==> src/shared/ssa_pkg.sv <==
package ssa_pkg;

    localparam int DATA_W = 8;

    // First control register: fully readable and writable.
    localparam logic [7:0] CTL1_RESET    = 8'h00;
    localparam int         CTL1_EN_BIT   = 5;
    localparam int         CTL1_I2C_BIT  = 3;

    // Status register: upper two bits writable, lower six read-only.
    localparam logic [7:0] STAT_RW_RESET = 8'h00;
    localparam int         STAT_RW_HI    = 7;
    localparam int         STAT_RW_LO    = 6;
    localparam int         STAT_STOP_BIT = 4;
    localparam int         STAT_STRT_BIT = 3;
    localparam int         STAT_BUSY_BIT = 2;
    localparam int         STAT_BF_BIT   = 0;

    // Second control register: sequence requests and acknowledge data.
    localparam logic [7:0] CTL2_RESET    = 8'h00;
    localparam int         C2_START_BIT  = 0;
    localparam int         C2_RSTRT_BIT  = 1;
    localparam int         C2_STOP_BIT   = 2;
    localparam int         C2_ACKEN_BIT  = 4;
    localparam int         C2_ACKDT_BIT  = 5;
    localparam logic [7:0] C2_REQ_MASK   = 8'h17;

    localparam logic [7:0] BAUD_RESET    = 8'h00;
    localparam logic [7:0] BYTE_RESET    = 8'h00;

    // Bit counts and quarter phases of one bus bit.
    localparam logic [3:0] SPI_LAST_BIT  = 4'h7;
    localparam logic [3:0] I2C_ACK_SLOT  = 4'h8;
    localparam logic [3:0] RX_LAST_BIT   = 4'h7;
    localparam logic [1:0] Q_LAST        = 2'h3;
    localparam logic [1:0] Q_SAMPLE      = 2'h2;

    typedef enum logic [2:0] {
        ST_IDLE   = 3'b000,
        ST_START  = 3'b001,
        ST_DATA   = 3'b011,
        ST_ACKOUT = 3'b010,
        ST_STOP   = 3'b110,
        ST_RSTART = 3'b111,
        ST_SPI    = 3'b101
    } ssa_state_t;

endpackage

==> src/design/ssa_sync2.sv <==
`timescale 1ns/10ps
module ssa_sync2 #(
    parameter int WIDTH = 1
) (
    input  wire logic             i_clock,
    input  wire logic             i_rst,
    input  wire logic [WIDTH-1:0] i_async,
    output logic      [WIDTH-1:0] o_sync
);
    logic [WIDTH-1:0] meta_reg;
    logic [WIDTH-1:0] sync_reg;

    // Both stages reset high: an idle open-drain bus reads high.
    always_ff @(posedge i_clock) begin
        if (i_rst) begin
            meta_reg <= '1;
            sync_reg <= '1;
        end else begin
            meta_reg <= i_async;
            sync_reg <= meta_reg;
        end
    end

    assign o_sync = sync_reg;
endmodule

==> src/design/ssa_baud.sv <==
`timescale 1ns/10ps
module ssa_baud
    import ssa_pkg::*;
#(
    parameter int WIDTH = DATA_W
) (
    input  wire logic             i_clock,
    input  wire logic             i_rst,
    input  wire logic             i_run,
    input  wire logic [WIDTH-1:0] i_reload,
    output logic                  o_tick
);
    logic [WIDTH-1:0] count_reg;

    // The count restarts from the reload value whenever the port is not
    // running, so the first bit of a transfer has a full period.
    always_ff @(posedge i_clock) begin
        if (i_rst) begin
            count_reg <= '0;
        end else if (!i_run || count_reg == '0) begin
            count_reg <= i_reload;
        end else begin
            count_reg <= count_reg - WIDTH'(1);
        end
    end

    assign o_tick = i_run && (count_reg == '0);
endmodule

==> src/design/ssa_port.sv <==
`timescale 1ns/10ps
module ssa_port
    import ssa_pkg::*;
(
    input  wire logic        i_clock,
    input  wire logic        i_rst,
    input  wire logic        i_ctrl1_wr,
    input  wire logic [7:0]  i_ctrl1_wdata,
    output logic      [7:0]  o_ctrl1,
    input  wire logic        i_stat_wr,
    input  wire logic [7:0]  i_stat_wdata,
    output logic      [7:0]  o_status,
    input  wire logic        i_ctrl2_wr,
    input  wire logic [7:0]  i_ctrl2_wdata,
    output logic      [7:0]  o_ctrl2,
    input  wire logic        i_baud_wr,
    input  wire logic [7:0]  i_baud_wdata,
    output logic      [7:0]  o_baud,
    input  wire logic        i_buf_wr,
    input  wire logic [7:0]  i_buf_wdata,
    input  wire logic        i_buf_rd,
    output logic      [7:0]  o_buf_rdata,
    input  wire logic        i_irq_enable,
    input  wire logic        i_irq_clr,
    output logic             o_irq_flag,
    input  wire logic        i_bcl_clr,
    output logic             o_bus_collision_flag,
    input  wire logic        i_sleep,
    output logic             o_wake,
    output logic             o_sck,
    output logic             o_sdo,
    input  wire logic        i_sdi,
    input  wire logic        i_scl,
    output logic             o_scl,
    output logic             o_scl_oe_n,
    input  wire logic        i_sda,
    output logic             o_sda,
    output logic             o_sda_oe_n
);

    typedef struct packed {
        ssa_state_t st;
        logic [7:0] ctrl1;
        logic [7:0] ctrl2;
        logic [7:0] baud;
        logic [7:0] data_buf;
        logic [7:0] sr;
        logic [1:0] stat_rw;
        logic [1:0] q;
        logic [3:0] bitcnt;
        logic [3:0] rxcnt;
        logic       bf;
        logic       tx_pend;
        logic       irq;
        logic       bcl;
        logic       bcl_wait;
        logic       armed;
        logic       start_det;
        logic       stop_det;
        logic       addr_phase;
        logic       slave_sel;
        logic       scl_prev;
        logic       sda_prev;
        logic       scl_rel;
        logic       sda_rel;
        logic       sck;
        logic       rx_bit;
        logic       wake;
    } ssa_regs_t;

    ssa_regs_t r_reg;
    ssa_regs_t r_next;
    logic      tick;
    logic      scl_s;
    logic      sda_s;
    logic      sdi_s;
    logic      running;

    // Wanted line levels {scl released, sda released} per quarter of a bit.
    function automatic logic [1:0] line_levels(ssa_state_t st,
                                               logic [1:0] q,
                                               logic       bit_val);
        logic [1:0] lv;
        lv = 2'b11;
        case (st)
            ST_START: begin
                case (q)
                    2'h2:    lv = 2'b10;
                    2'h3:    lv = 2'b00;
                    default: lv = 2'b11;
                endcase
            end
            ST_RSTART: begin
                case (q)
                    2'h0:    lv = 2'b01;
                    2'h1:    lv = 2'b11;
                    2'h2:    lv = 2'b10;
                    default: lv = 2'b00;
                endcase
            end
            ST_DATA, ST_ACKOUT: begin
                case (q)
                    2'h1, 2'h2: lv = {1'b1, bit_val};
                    default:    lv = {1'b0, bit_val};
                endcase
            end
            ST_STOP: begin
                case (q)
                    2'h0:    lv = 2'b00;
                    2'h1:    lv = 2'b10;
                    default: lv = 2'b11;
                endcase
            end
            default: lv = 2'b11;
        endcase
        return lv;
    endfunction

    // Bit that the master offers on SDA in its current state.
    function automatic logic tx_bit(ssa_regs_t s);
        logic b;
        b = 1'b1;
        case (s.st)
            ST_DATA:   b = (s.bitcnt == I2C_ACK_SLOT) ? 1'b1 : s.sr[7];
            ST_ACKOUT: b = s.ctrl2[C2_ACKDT_BIT];
            default:   b = 1'b1;
        endcase
        return b;
    endfunction

    ssa_sync2 #(
        .WIDTH (3)
    ) u_sync (
        .i_clock (i_clock),
        .i_rst   (i_rst),
        .i_async ({i_scl, i_sda, i_sdi}),
        .o_sync  ({scl_s, sda_s, sdi_s})
    );

    assign running = (r_reg.st != ST_IDLE);

    ssa_baud #(
        .WIDTH (DATA_W)
    ) u_baud (
        .i_clock  (i_clock),
        .i_rst    (i_rst),
        .i_run    (running),
        .i_reload (r_reg.baud),
        .o_tick   (tick)
    );

    always_comb begin
        logic       en;
        logic       i2c;
        logic       irq_set;
        logic       bcl_set;
        logic       start_ev;
        logic       stop_ev;
        logic       bus_free;
        logic       collide;
        logic [7:0] rx_byte;
        logic [1:0] lv;
        en       = r_reg.ctrl1[CTL1_EN_BIT];
        i2c      = r_reg.ctrl1[CTL1_I2C_BIT];
        irq_set  = 1'b0;
        bcl_set  = 1'b0;
        collide  = 1'b0;
        rx_byte  = {r_reg.sr[6:0], sda_s};
        r_next   = r_reg;

        if (i_ctrl1_wr) begin
            r_next.ctrl1 = i_ctrl1_wdata;
        end
        if (i_stat_wr) begin
            r_next.stat_rw = i_stat_wdata[STAT_RW_HI:STAT_RW_LO];
        end
        if (i_baud_wr) begin
            r_next.baud = i_baud_wdata;
        end

        // Start and Stop are watched in every state while enabled in I2C mode, also after a collision.
        r_next.scl_prev = scl_s;
        r_next.sda_prev = sda_s;
        start_ev = en && i2c && scl_s && r_reg.scl_prev
                   && r_reg.sda_prev && !sda_s;
        stop_ev  = en && i2c && scl_s && r_reg.scl_prev
                   && !r_reg.sda_prev && sda_s;
        bus_free = r_reg.stop_det
                   || (!r_reg.start_det && !r_reg.stop_det);
        if (i_irq_enable && r_reg.start_det) begin
            r_next.armed = 1'b1;
        end
        if (start_ev) begin
            r_next.start_det  = 1'b1;
            r_next.stop_det   = 1'b0;
            r_next.rxcnt      = '0;
            r_next.addr_phase = 1'b1;
        end
        if (stop_ev) begin
            r_next.stop_det  = 1'b1;
            r_next.start_det = 1'b0;
            r_next.slave_sel = 1'b0;
            if (r_next.armed || r_reg.bcl_wait) begin
                irq_set = 1'b1;
            end
            r_next.armed    = 1'b0;
            r_next.bcl_wait = 1'b0;
        end

        if (i_buf_rd) begin
            r_next.bf = 1'b0;
        end

        case (r_reg.st)
            ST_IDLE: begin
                if (en && i_buf_wr) begin
                    // Bit count restarts at zero on every new write.
                    r_next.data_buf = i_buf_wdata;
                    r_next.sr       = i_buf_wdata;
                    r_next.bitcnt   = '0;
                    r_next.q        = '0;
                    r_next.bf       = 1'b1;
                    if (i2c) begin
                        r_next.tx_pend = 1'b1;
                    end else begin
                        r_next.st  = ST_SPI;
                        r_next.sck = 1'b0;
                    end
                end else if (en && i2c) begin
                    r_next.q = '0;
                    if (r_reg.ctrl2[C2_START_BIT] && bus_free) begin
                        r_next.st = ST_START;
                    end else if (r_reg.ctrl2[C2_RSTRT_BIT]) begin
                        r_next.st = ST_RSTART;
                    end else if (r_reg.ctrl2[C2_STOP_BIT]) begin
                        r_next.st = ST_STOP;
                    end else if (r_reg.ctrl2[C2_ACKEN_BIT]) begin
                        r_next.st = ST_ACKOUT;
                    end else if (r_reg.tx_pend) begin
                        r_next.st      = ST_DATA;
                        r_next.tx_pend = 1'b0;
                    end else if (scl_s && !r_reg.scl_prev && !start_ev) begin
                        // Slave side samples on each rising SCL, also in
                        // sleep; the ninth clock is the acknowledge slot.
                        if (r_reg.rxcnt == I2C_ACK_SLOT) begin
                            r_next.rxcnt = '0;
                        end else begin
                            r_next.sr    = rx_byte;
                            r_next.rxcnt = r_reg.rxcnt + 4'h1;
                            if (r_reg.rxcnt == RX_LAST_BIT) begin
                                if (r_reg.addr_phase) begin
                                    r_next.addr_phase = 1'b0;
                                    r_next.slave_sel  =
                                        (rx_byte[7:1] == r_reg.baud[7:1]);
                                end
                                if (!r_reg.addr_phase || rx_byte[7:1]
                                        == r_reg.baud[7:1]) begin
                                    if (r_reg.slave_sel || r_reg.addr_phase)
                                    begin
                                        r_next.data_buf = rx_byte;
                                        r_next.bf       = 1'b1;
                                        irq_set         = 1'b1;
                                    end
                                end
                            end
                        end
                    end
                end
            end
            ST_SPI: begin
                if (tick) begin
                    if (!r_reg.sck) begin
                        r_next.sck    = 1'b1;
                        r_next.rx_bit = sdi_s;
                    end else begin
                        r_next.sck = 1'b0;
                        r_next.sr  = {r_reg.sr[6:0], r_reg.rx_bit};
                        if (r_reg.bitcnt == SPI_LAST_BIT) begin
                            r_next.data_buf = {r_reg.sr[6:0], r_reg.rx_bit};
                            r_next.bf       = 1'b1;
                            irq_set         = 1'b1;
                            r_next.st       = ST_IDLE;
                        end else begin
                            r_next.bitcnt = r_reg.bitcnt + 4'h1;
                        end
                    end
                end
            end
            default: begin
                // Released SDA must read high while SCL is really high;
                // the acknowledge slot of a written byte is the slave's.
                collide = r_reg.scl_rel && r_reg.sda_rel && scl_s && !sda_s
                          && !(r_reg.st == ST_DATA
                               && r_reg.bitcnt == I2C_ACK_SLOT);
                if (tick && collide) begin
                    bcl_set         = 1'b1;
                    r_next.bcl_wait = 1'b1;
                    r_next.st       = ST_IDLE;
                    r_next.tx_pend  = 1'b0;
                    r_next.q        = '0;
                    if (r_reg.st == ST_DATA) begin
                        r_next.bf = 1'b0;
                    end
                    r_next.ctrl2 = r_reg.ctrl2 & ~C2_REQ_MASK;
                end else if (tick && !(r_reg.scl_rel && !scl_s)) begin
                    // A slave holding SCL low stretches the quarter.
                    if (r_reg.st == ST_DATA && r_reg.q == Q_SAMPLE
                            && r_reg.bitcnt != I2C_ACK_SLOT) begin
                        r_next.sr = rx_byte;
                    end
                    if (r_reg.q != Q_LAST) begin
                        r_next.q = r_reg.q + 2'h1;
                    end else begin
                        r_next.q  = '0;
                        r_next.st = ST_IDLE;
                        case (r_reg.st)
                            ST_START:
                                r_next.ctrl2[C2_START_BIT] = 1'b0;
                            ST_RSTART:
                                r_next.ctrl2[C2_RSTRT_BIT] = 1'b0;
                            ST_STOP:
                                r_next.ctrl2[C2_STOP_BIT] = 1'b0;
                            ST_ACKOUT: begin
                                r_next.ctrl2[C2_ACKEN_BIT] = 1'b0;
                                irq_set = 1'b1;
                            end
                            ST_DATA: begin
                                if (r_reg.bitcnt == I2C_ACK_SLOT) begin
                                    r_next.bf = 1'b0;
                                    irq_set   = 1'b1;
                                end else begin
                                    r_next.st     = ST_DATA;
                                    r_next.bitcnt = r_reg.bitcnt + 4'h1;
                                end
                            end
                            default: r_next.st = ST_IDLE;
                        endcase
                    end
                end
            end
        endcase

        // Disabling the port aborts any transfer and forgets bus state.
        if (!en) begin
            r_next.st        = ST_IDLE;
            r_next.tx_pend   = 1'b0;
            r_next.sck       = 1'b0;
            r_next.q         = '0;
            r_next.start_det = 1'b0;
            r_next.stop_det  = 1'b0;
            r_next.slave_sel = 1'b0;
            r_next.armed     = 1'b0;
        end

        lv = line_levels(r_next.st, r_next.q, tx_bit(r_next));
        r_next.scl_rel = lv[1];
        r_next.sda_rel = lv[0];

        // A software write to the requests wins over a hardware clear.
        if (i_ctrl2_wr) begin
            r_next.ctrl2 = i_ctrl2_wdata;
        end
        // Setting wins over a clear arriving in the same cycle.
        r_next.irq  = (r_reg.irq && !i_irq_clr) || irq_set;
        r_next.bcl  = (r_reg.bcl && !i_bcl_clr) || bcl_set;
        r_next.wake = i_sleep && i_irq_enable && r_next.irq;
    end

    always_ff @(posedge i_clock) begin
        if (i_rst) begin
            r_reg          <= '0;
            r_reg.st       <= ST_IDLE;
            r_reg.ctrl1    <= CTL1_RESET;
            r_reg.ctrl2    <= CTL2_RESET;
            r_reg.baud     <= BAUD_RESET;
            r_reg.data_buf <= BYTE_RESET;
            r_reg.sr       <= BYTE_RESET;
            r_reg.stat_rw  <= STAT_RW_RESET[STAT_RW_HI:STAT_RW_LO];
            r_reg.scl_prev <= 1'b1;
            r_reg.sda_prev <= 1'b1;
            r_reg.scl_rel  <= 1'b1;
            r_reg.sda_rel  <= 1'b1;
        end else begin
            r_reg <= r_next;
        end
    end

    always_comb begin
        o_status                = '0;
        o_status[STAT_RW_HI:STAT_RW_LO] = r_reg.stat_rw;
        o_status[STAT_STOP_BIT] = r_reg.stop_det;
        o_status[STAT_STRT_BIT] = r_reg.start_det;
        o_status[STAT_BUSY_BIT] = running;
        o_status[STAT_BF_BIT]   = r_reg.bf;
    end

    assign o_ctrl1              = r_reg.ctrl1;
    assign o_ctrl2              = r_reg.ctrl2;
    assign o_baud               = r_reg.baud;
    assign o_buf_rdata          = r_reg.data_buf;
    assign o_irq_flag           = r_reg.irq;
    assign o_bus_collision_flag = r_reg.bcl;
    assign o_wake               = r_reg.wake;
    assign o_sck                = r_reg.sck;
    assign o_sdo                = r_reg.sr[7];
    assign o_scl                = 1'b0;
    assign o_sda                = 1'b0;
    assign o_scl_oe_n           = r_reg.scl_rel;
    assign o_sda_oe_n           = r_reg.sda_rel;
endmodule

==> config.mk <==
export PLATFORM = sky130hd
export DESIGN_NAME = ssa_port
export DESIGN_NICKNAME = d
export VERILOG_FILES = /design/src/shared/ssa_pkg.sv /design/src/design/ssa_sync2.sv /design/src/design/ssa_baud.sv /design/src/design/ssa_port.sv
export SDC_FILE = /design/constraint.sdc
export NUM_CORES = 1
export LEC_CHECK = 0
export BUFFER_PORTS_ARGS = -buffer_cell sky130_fd_sc_hd__buf_2
export CORE_MARGIN = 1.5
export CORE_UTILIZATION = 50
export DETAILED_ROUTE_END_ITERATION = 8
export MAX_ROUTING_LAYER = met4
export PLACE_DENSITY = 0.74
export SETUP_SLACK_MARGIN = 0.1
export SLEW_MARGIN = 20
export SYNTH_ARGS = -nofsm -noshare
export SYNTH_HDL_FRONTEND = slang
export SYNTH_HIERARCHICAL = 1
export SYNTH_SLANG_ARGS = --single-unit
==> constraint.sdc <==
create_clock -name i_clock -period 4.1 [get_ports i_clock]
set_clock_uncertainty 0.2 [all_clocks]
set_input_delay 0.205 -clock i_clock [delete_from_list [all_inputs] [get_ports i_clock]]
set_output_delay 0.205 -clock i_clock [all_outputs]
set_load 0.01 [all_outputs]
Yosys cells after proc, flatten, opt, wreduce, memory -nomap -nowiden
Index checks and enable logic that the tools add are counted.
{ "totals": {"ff_bits": 86, "in_bits": 55} }
{ "op_classes": {"muxes": 153, "bitwise_logic": 3, "eq_ne": 43, "n_addsub": 4, "reduce_logical": 76} }
{ "op_table": {"columns": ["cell", "n"], "rows": [
  ["$mux W16", 11],
  ["$mux W8", 9],
  ["$mux W3", 19],
  ["$mux W1", 55],
  ["$mux W4", 13],
  ["$mux W2", 22],
  ["$ne A3 B3 Y1 const B", 13],
  ["$mux W6", 6],
  ["$pmux W8 S2", 2],
  ["$logic_and A1 B1 Y1", 28],
  ["$reduce_bool A3 Y1", 8],
  ["$reduce_and A4 Y1", 5],
  ["$eq A3 B3 Y1 const B", 5],
  ["$mux W5", 3],
  ["$reduce_and A15 Y1", 1],
  ["$logic_not A1 Y1", 13],
  ["$reduce_and A13 Y1", 1],
  ["$eq A3 B2 Y1 const B", 4],
  ["$eq A4 B4 Y1 const B", 3],
  ["$ne A2 B2 Y1 const B", 6],
  ["$pmux W1 S2", 6],
  ["$pmux W2 S2", 3],
  ["$add A4 B1 Y4 const B", 2],
  ["$eq A4 B3 Y1 const B", 2],
  ["other kinds (23)", 39]
]} }

Logic depth before layout (Yosys ltp)
{ "depth": {"depth_word": 21, "mapped_depth": 16} }

Hierarchy
Netlist, hierarchy kept.
{ "modules_own_cells": {"columns": ["mod", "cells_each", "area_each_um2", "seq_area_each_um2", "n_inst"], "rows": [
  ["ssa_port", 499, 4180.3, 1441.4, 1],
  ["ssa_baud", 50, 480.5, 160.2, 1],
  ["ssa_sync2", 12, 157.7, 120.1, 1]
]} }

Least setup slack after synthesis
No wires, ideal clock.
{ "synth_path": {"kind": "flip-flop to flip-flop", "start": "reg r_reg[70] in the netlist's numbering", "end": "reg r_reg, in the netlist o_sda_oe_n", "arrival_time_ns": 2.715, "path_buffers": 2, "setup_time_ns": 0.136, "required_ns": 3.764, "stages_incl_launch_ff": 17, "path_slack_ns": 1.050, "cell_sequence": "dfxtp_1 clkbuf_1 nor3_2 inv_1 inv_1 nor2_1 clkbuf_1 and2_1 and2_1 a32oi_1 nand2b_1 inv_1 ha_1 nor2_1 o2bb2ai_1 a22o_1 o311ai_2"} }
{ "synth_lines": {"columns": ["element", "line", "rtl"], "rows": [
  ["start: declaration", "ssa_port.sv:71", "ssa_regs_t r_reg;"],
  ["start signal: assignment", "ssa_port.sv:384", "r_reg <= r_next;"]
]} }

Worst setup path after layout
{ "layout_path": {"start": "reg r_reg[71] in the netlist's numbering", "end": "reg r_reg, in the netlist o_wake"} }
{ "layout_between": {"elab_cells_between_ends": 19, "cone_classes": "eq/ne (3); mux (6); reduce/logical (10)"} }
{ "layout_lines": {"columns": ["element", "line", "rtl"], "rows": [
  ["$reduce_bool A3 Y1 (*)", "ssa_port.sv:140", "assign running = (r_reg.st != ST_IDLE);"],
  ["$logic_and A1 B1 Y1 (*)", "ssa_baud.sv:27", "assign o_tick = i_run && (count_reg == '0);"],
  ["named net tick", "ssa_port.sv:73", "logic tick;"],
  ["$logic_and A1 B1 Y1", "ssa_port.sv:305", "end else if (tick && !(r_reg.scl_rel && !scl_s)) begin"],
  ["$mux W1", "ssa_port.sv:305", null],
  ["$mux W1", "ssa_port.sv:295", "if (tick && collide) begin"],
  ["$pmux W1 S2 (*)", "ssa_port.sv:214", "case (r_reg.st)"],
  ["$logic_or A1 B1 Y1 (*)", "ssa_port.sv:364", "r_next.irq = (r_reg.irq && !i_irq_clr) || irq_set;"],
  ["$logic_and A1 B1 Y1 (*)", "ssa_port.sv:366", "r_next.wake = i_sleep && i_irq_enable && r_next.irq;"]
]} }
The timed path passes the listed nets; every way through them passes the cells marked *.
A chain may end at the register's enable or synchronous reset.

==> metrics.cfg <==
[run_status]
status=completed

[yosys]
yosys_warnings=6
synth_most_common_cell=dfxtp_1
synth_cell_type_count=66
seq_area_frac_synth_pct=35.73
synth_edf_count=0
ys_ff_latch=86
netlist_area_mm2=0.004818
ys.flop_type=dfxtp_1
syn_inst=561
avgSynthCellArea_um2=8.589
synth_common_cells=dfxtp_1, nor2_1, buf_4
async_flop_share_pct=0
yosys-top-cells-area=dfxtp_1, mux2i_1, buf_4
synth_area_leader_cell=dfxtp_1
synth.top_cell.area_share_pct=35.73

[floorplan]
rows=35
fp.dieH_um=101.2
die_area_mm2=0.01023
core_mm2=0.009284
initial_core_util_pct=51.90
io_pins=104
die_w_um=101.2

[sta]
min_period_ns=3.573
tightestPinTransition_ns=0.7576
fin_hold_ws_ns=0.01582
finalSetupTns_ns=0
max_freq_ghz=0.2799
finalCritPeriodShare_pct=87.14
maxSlewHeadroom_pct=49.49
hold_viol=0
slew_viol_final=0
rsz0062_at_grt=false
finalSetupViolations=0

[min_path]
hold_class=input pin to flip-flop
hold_path.startpoint=i_ctrl2_wr
holdPathEnd=o_ctrl2[4]$_SDFFE_PP0P_
holdPathStages=3

[clocking]
cts_root_buf=clkbuf_8
numClockSinks=86
path_clk_slew_ns=0.09
clkLatencyLatePin_ns=0.36
cts_resized=0
postCtsSetupRepairBufs=0
cts_buffers=9
cts_buffer_depth=2
cts_tree=done
ctsHtreeMaxLevel=3

[flow_run]
drv_cap=0

[cells_and_area]
diodes=0
drive_gt1_share_pct=21.35
finalNetCount=713
fillerInstances=836
finish.instance_area_mm2=0.005654
syn_to_final_growth_pct=17.35
largest_reg_flops=28

[power_and_ir_drop]
p_per_area_mw_per_mm2=306.5
irDropWorstVdd_mv=0.2204
leakagePower_uw=0.002401

[detailed_routing]
dr.first_iter.drc_count=400
wirelength_um=12510
ant_nets=0
drc=0
first_pass_iters=8
wl_per_cell_um=16.04
vias=4397
viasPerCell=5.637

[placement]
routabilityCongestion=0.9877
io_buffer_count=93
postPlaceCellArea_mm2=0.005096
dp_hpwl_um=8677

[critical_path]
critPathRequiredTime_ns=4.21
crit_path_end_kind=flip-flop
cpPeakStageDelay_ns=0.58
critPathLaunchType=flip-flop
crit_fanout=12
cp_cell_sequence=nor3_2 -> inv_1 -> inv_1 -> nor2_1 -> nand2_1 -> nor4b_1 -> o211ai_1 -> o2111ai_1 -> a31oi_1 -> nor2_1 -> and3_1 -> dlygate4sd3_1
slowest_stage=dfxtp_1
arrival_ns=3.69
reg2reg_setup_slack_ns=0.53
worstSetupPathType=flip-flop to flip-flop
regToRegStartpoint=r_reg[71]$_SDFF_PP0_
reg2reg_to=o_wake$_SDFF_PP0_
reg2regPathDepth=12

[global_routing]
overflow=0
grt_max_degree=73
grt_pass1_vias=4136
grt_util_all_layers_pct=25.71
grt_pass1_wl_um=20000
antenna_found_initial=0

## critical path, delay by kind of cell, from the launching register on
| family | cells | cell delay (ns) |
|---|---|---|
| and+or+nand+nor | 6 | 1.41 |
| AOI/OAI and AO/OA | 3 | 0.43 |
| DFF | 1 | 0.58 |
| buffers and inverters | 3 | 0.91 |
## per-layer routing
metal / vias to the layer above / wire [µm] / track usage [%]
met2: 164 / 6100 / 40.94
met3: 26 / 744 / 3.520
met1: 2075 / 5394 / 32.93
met4: 0 / 268 / 10.58
li1: 2132 / - / -
met5: - / 0 / -
## cell type report
cell class / instances / area [µm²] / share of cell area (%)
Clock inverter: 6 / 50.05 / 0.8852
Inverter: 18 / 67.56 / 1.195
Sequential cell: 86 / 1722 / 30.45
Tap cell: 129 / 161.4 / 2.855
Timing Repair Buffer: 137 / 888.4 / 15.71
Multi-Input combinational cell: 394 / 2628 / 46.47
Clock buffer: 10 / 137.6 / 2.434
## report_power, final
group	leakage (µW)	switching, µW	internal, µW
Sequential	0.000702	33.5	863
Combinational	0.00160	131	123
Clock	0.0000952	336	246
## per-stage QoR
step                      setup WS (ns)  total power (µW)  cells  utilization [%]
after global routing             0.2473              1807    780            60.90
final                            0.5274              1733    780            60.90
after floorplan                   1.050              1085    564                -
after CTS                        0.5661              1742    780            60.90
after detailed placement         0.6563              1140    727            54.89
after global placement           0.6860              1134    727            54.89
## placed cells by master, fill, tap and decap left out, types with 7 or more instances in the layout
master / n
a21oi_1: 23
buf_2: 93
dfxtp_1: 86
a22o_1: 9
nor3_1: 7
dlygate4sd3_1: 37
nand2b_1: 10
clkbuf_8: 10
o21ai_0: 16
nand2_1: 35
ha_1: 12
buf_4: 7
inv_1: 18
mux2i_1: 34
nand3_1: 16
xnor2_1: 10
nor2_1: 84
and2_1: 10
a32o_1: 8
## worst max-delay path by stage
stage	to	startpoint	slack, ns
finish	o_wake$_SDFF_PP0_	r_reg[71]$_SDFF_PP0_	0.53
global route	o_wake$_SDFF_PP0_	r_reg[71]$_SDFF_PP0_	0.25
CTS	o_wake$_SDFF_PP0_	r_reg[71]$_SDFF_PP0_	0.57
detailed placement	o_sda_oe_n$_SDFF_PP1_	r_reg[71]$_SDFF_PP0_	0.66
global placement	o_sda_oe_n$_SDFF_PP1_	r_reg[71]$_SDFF_PP0_	0.69
floorplan	o_sda_oe_n$_SDFF_PP1_	r_reg[70]$_SDFF_PP0_	1.05
## what timing repair did
action	in CTS	in global routing
hold endpoints to repair	34	0
endpoints found under the setup margin	0	0
hold buffers	37	0
## kinds of logic (layout without fill, tap and decap cells)
kind of cell	count (synthesis)	count (layout)	share of synthesized area [%]
buffers and inverters	84	171	9.971
flip-flops	86	86	35.73
other	1	4	0.07783
AND/OR/NAND/NOR	212	212	22.15
multiplexers	35	35	7.297
adder cells (fa/ha/maj)	12	12	3.116
AO/OA/AOI/OAI	117	117	19.11
XOR/XNOR	14	14	2.545
Note: power is estimated with default switching activity, not from simulation.
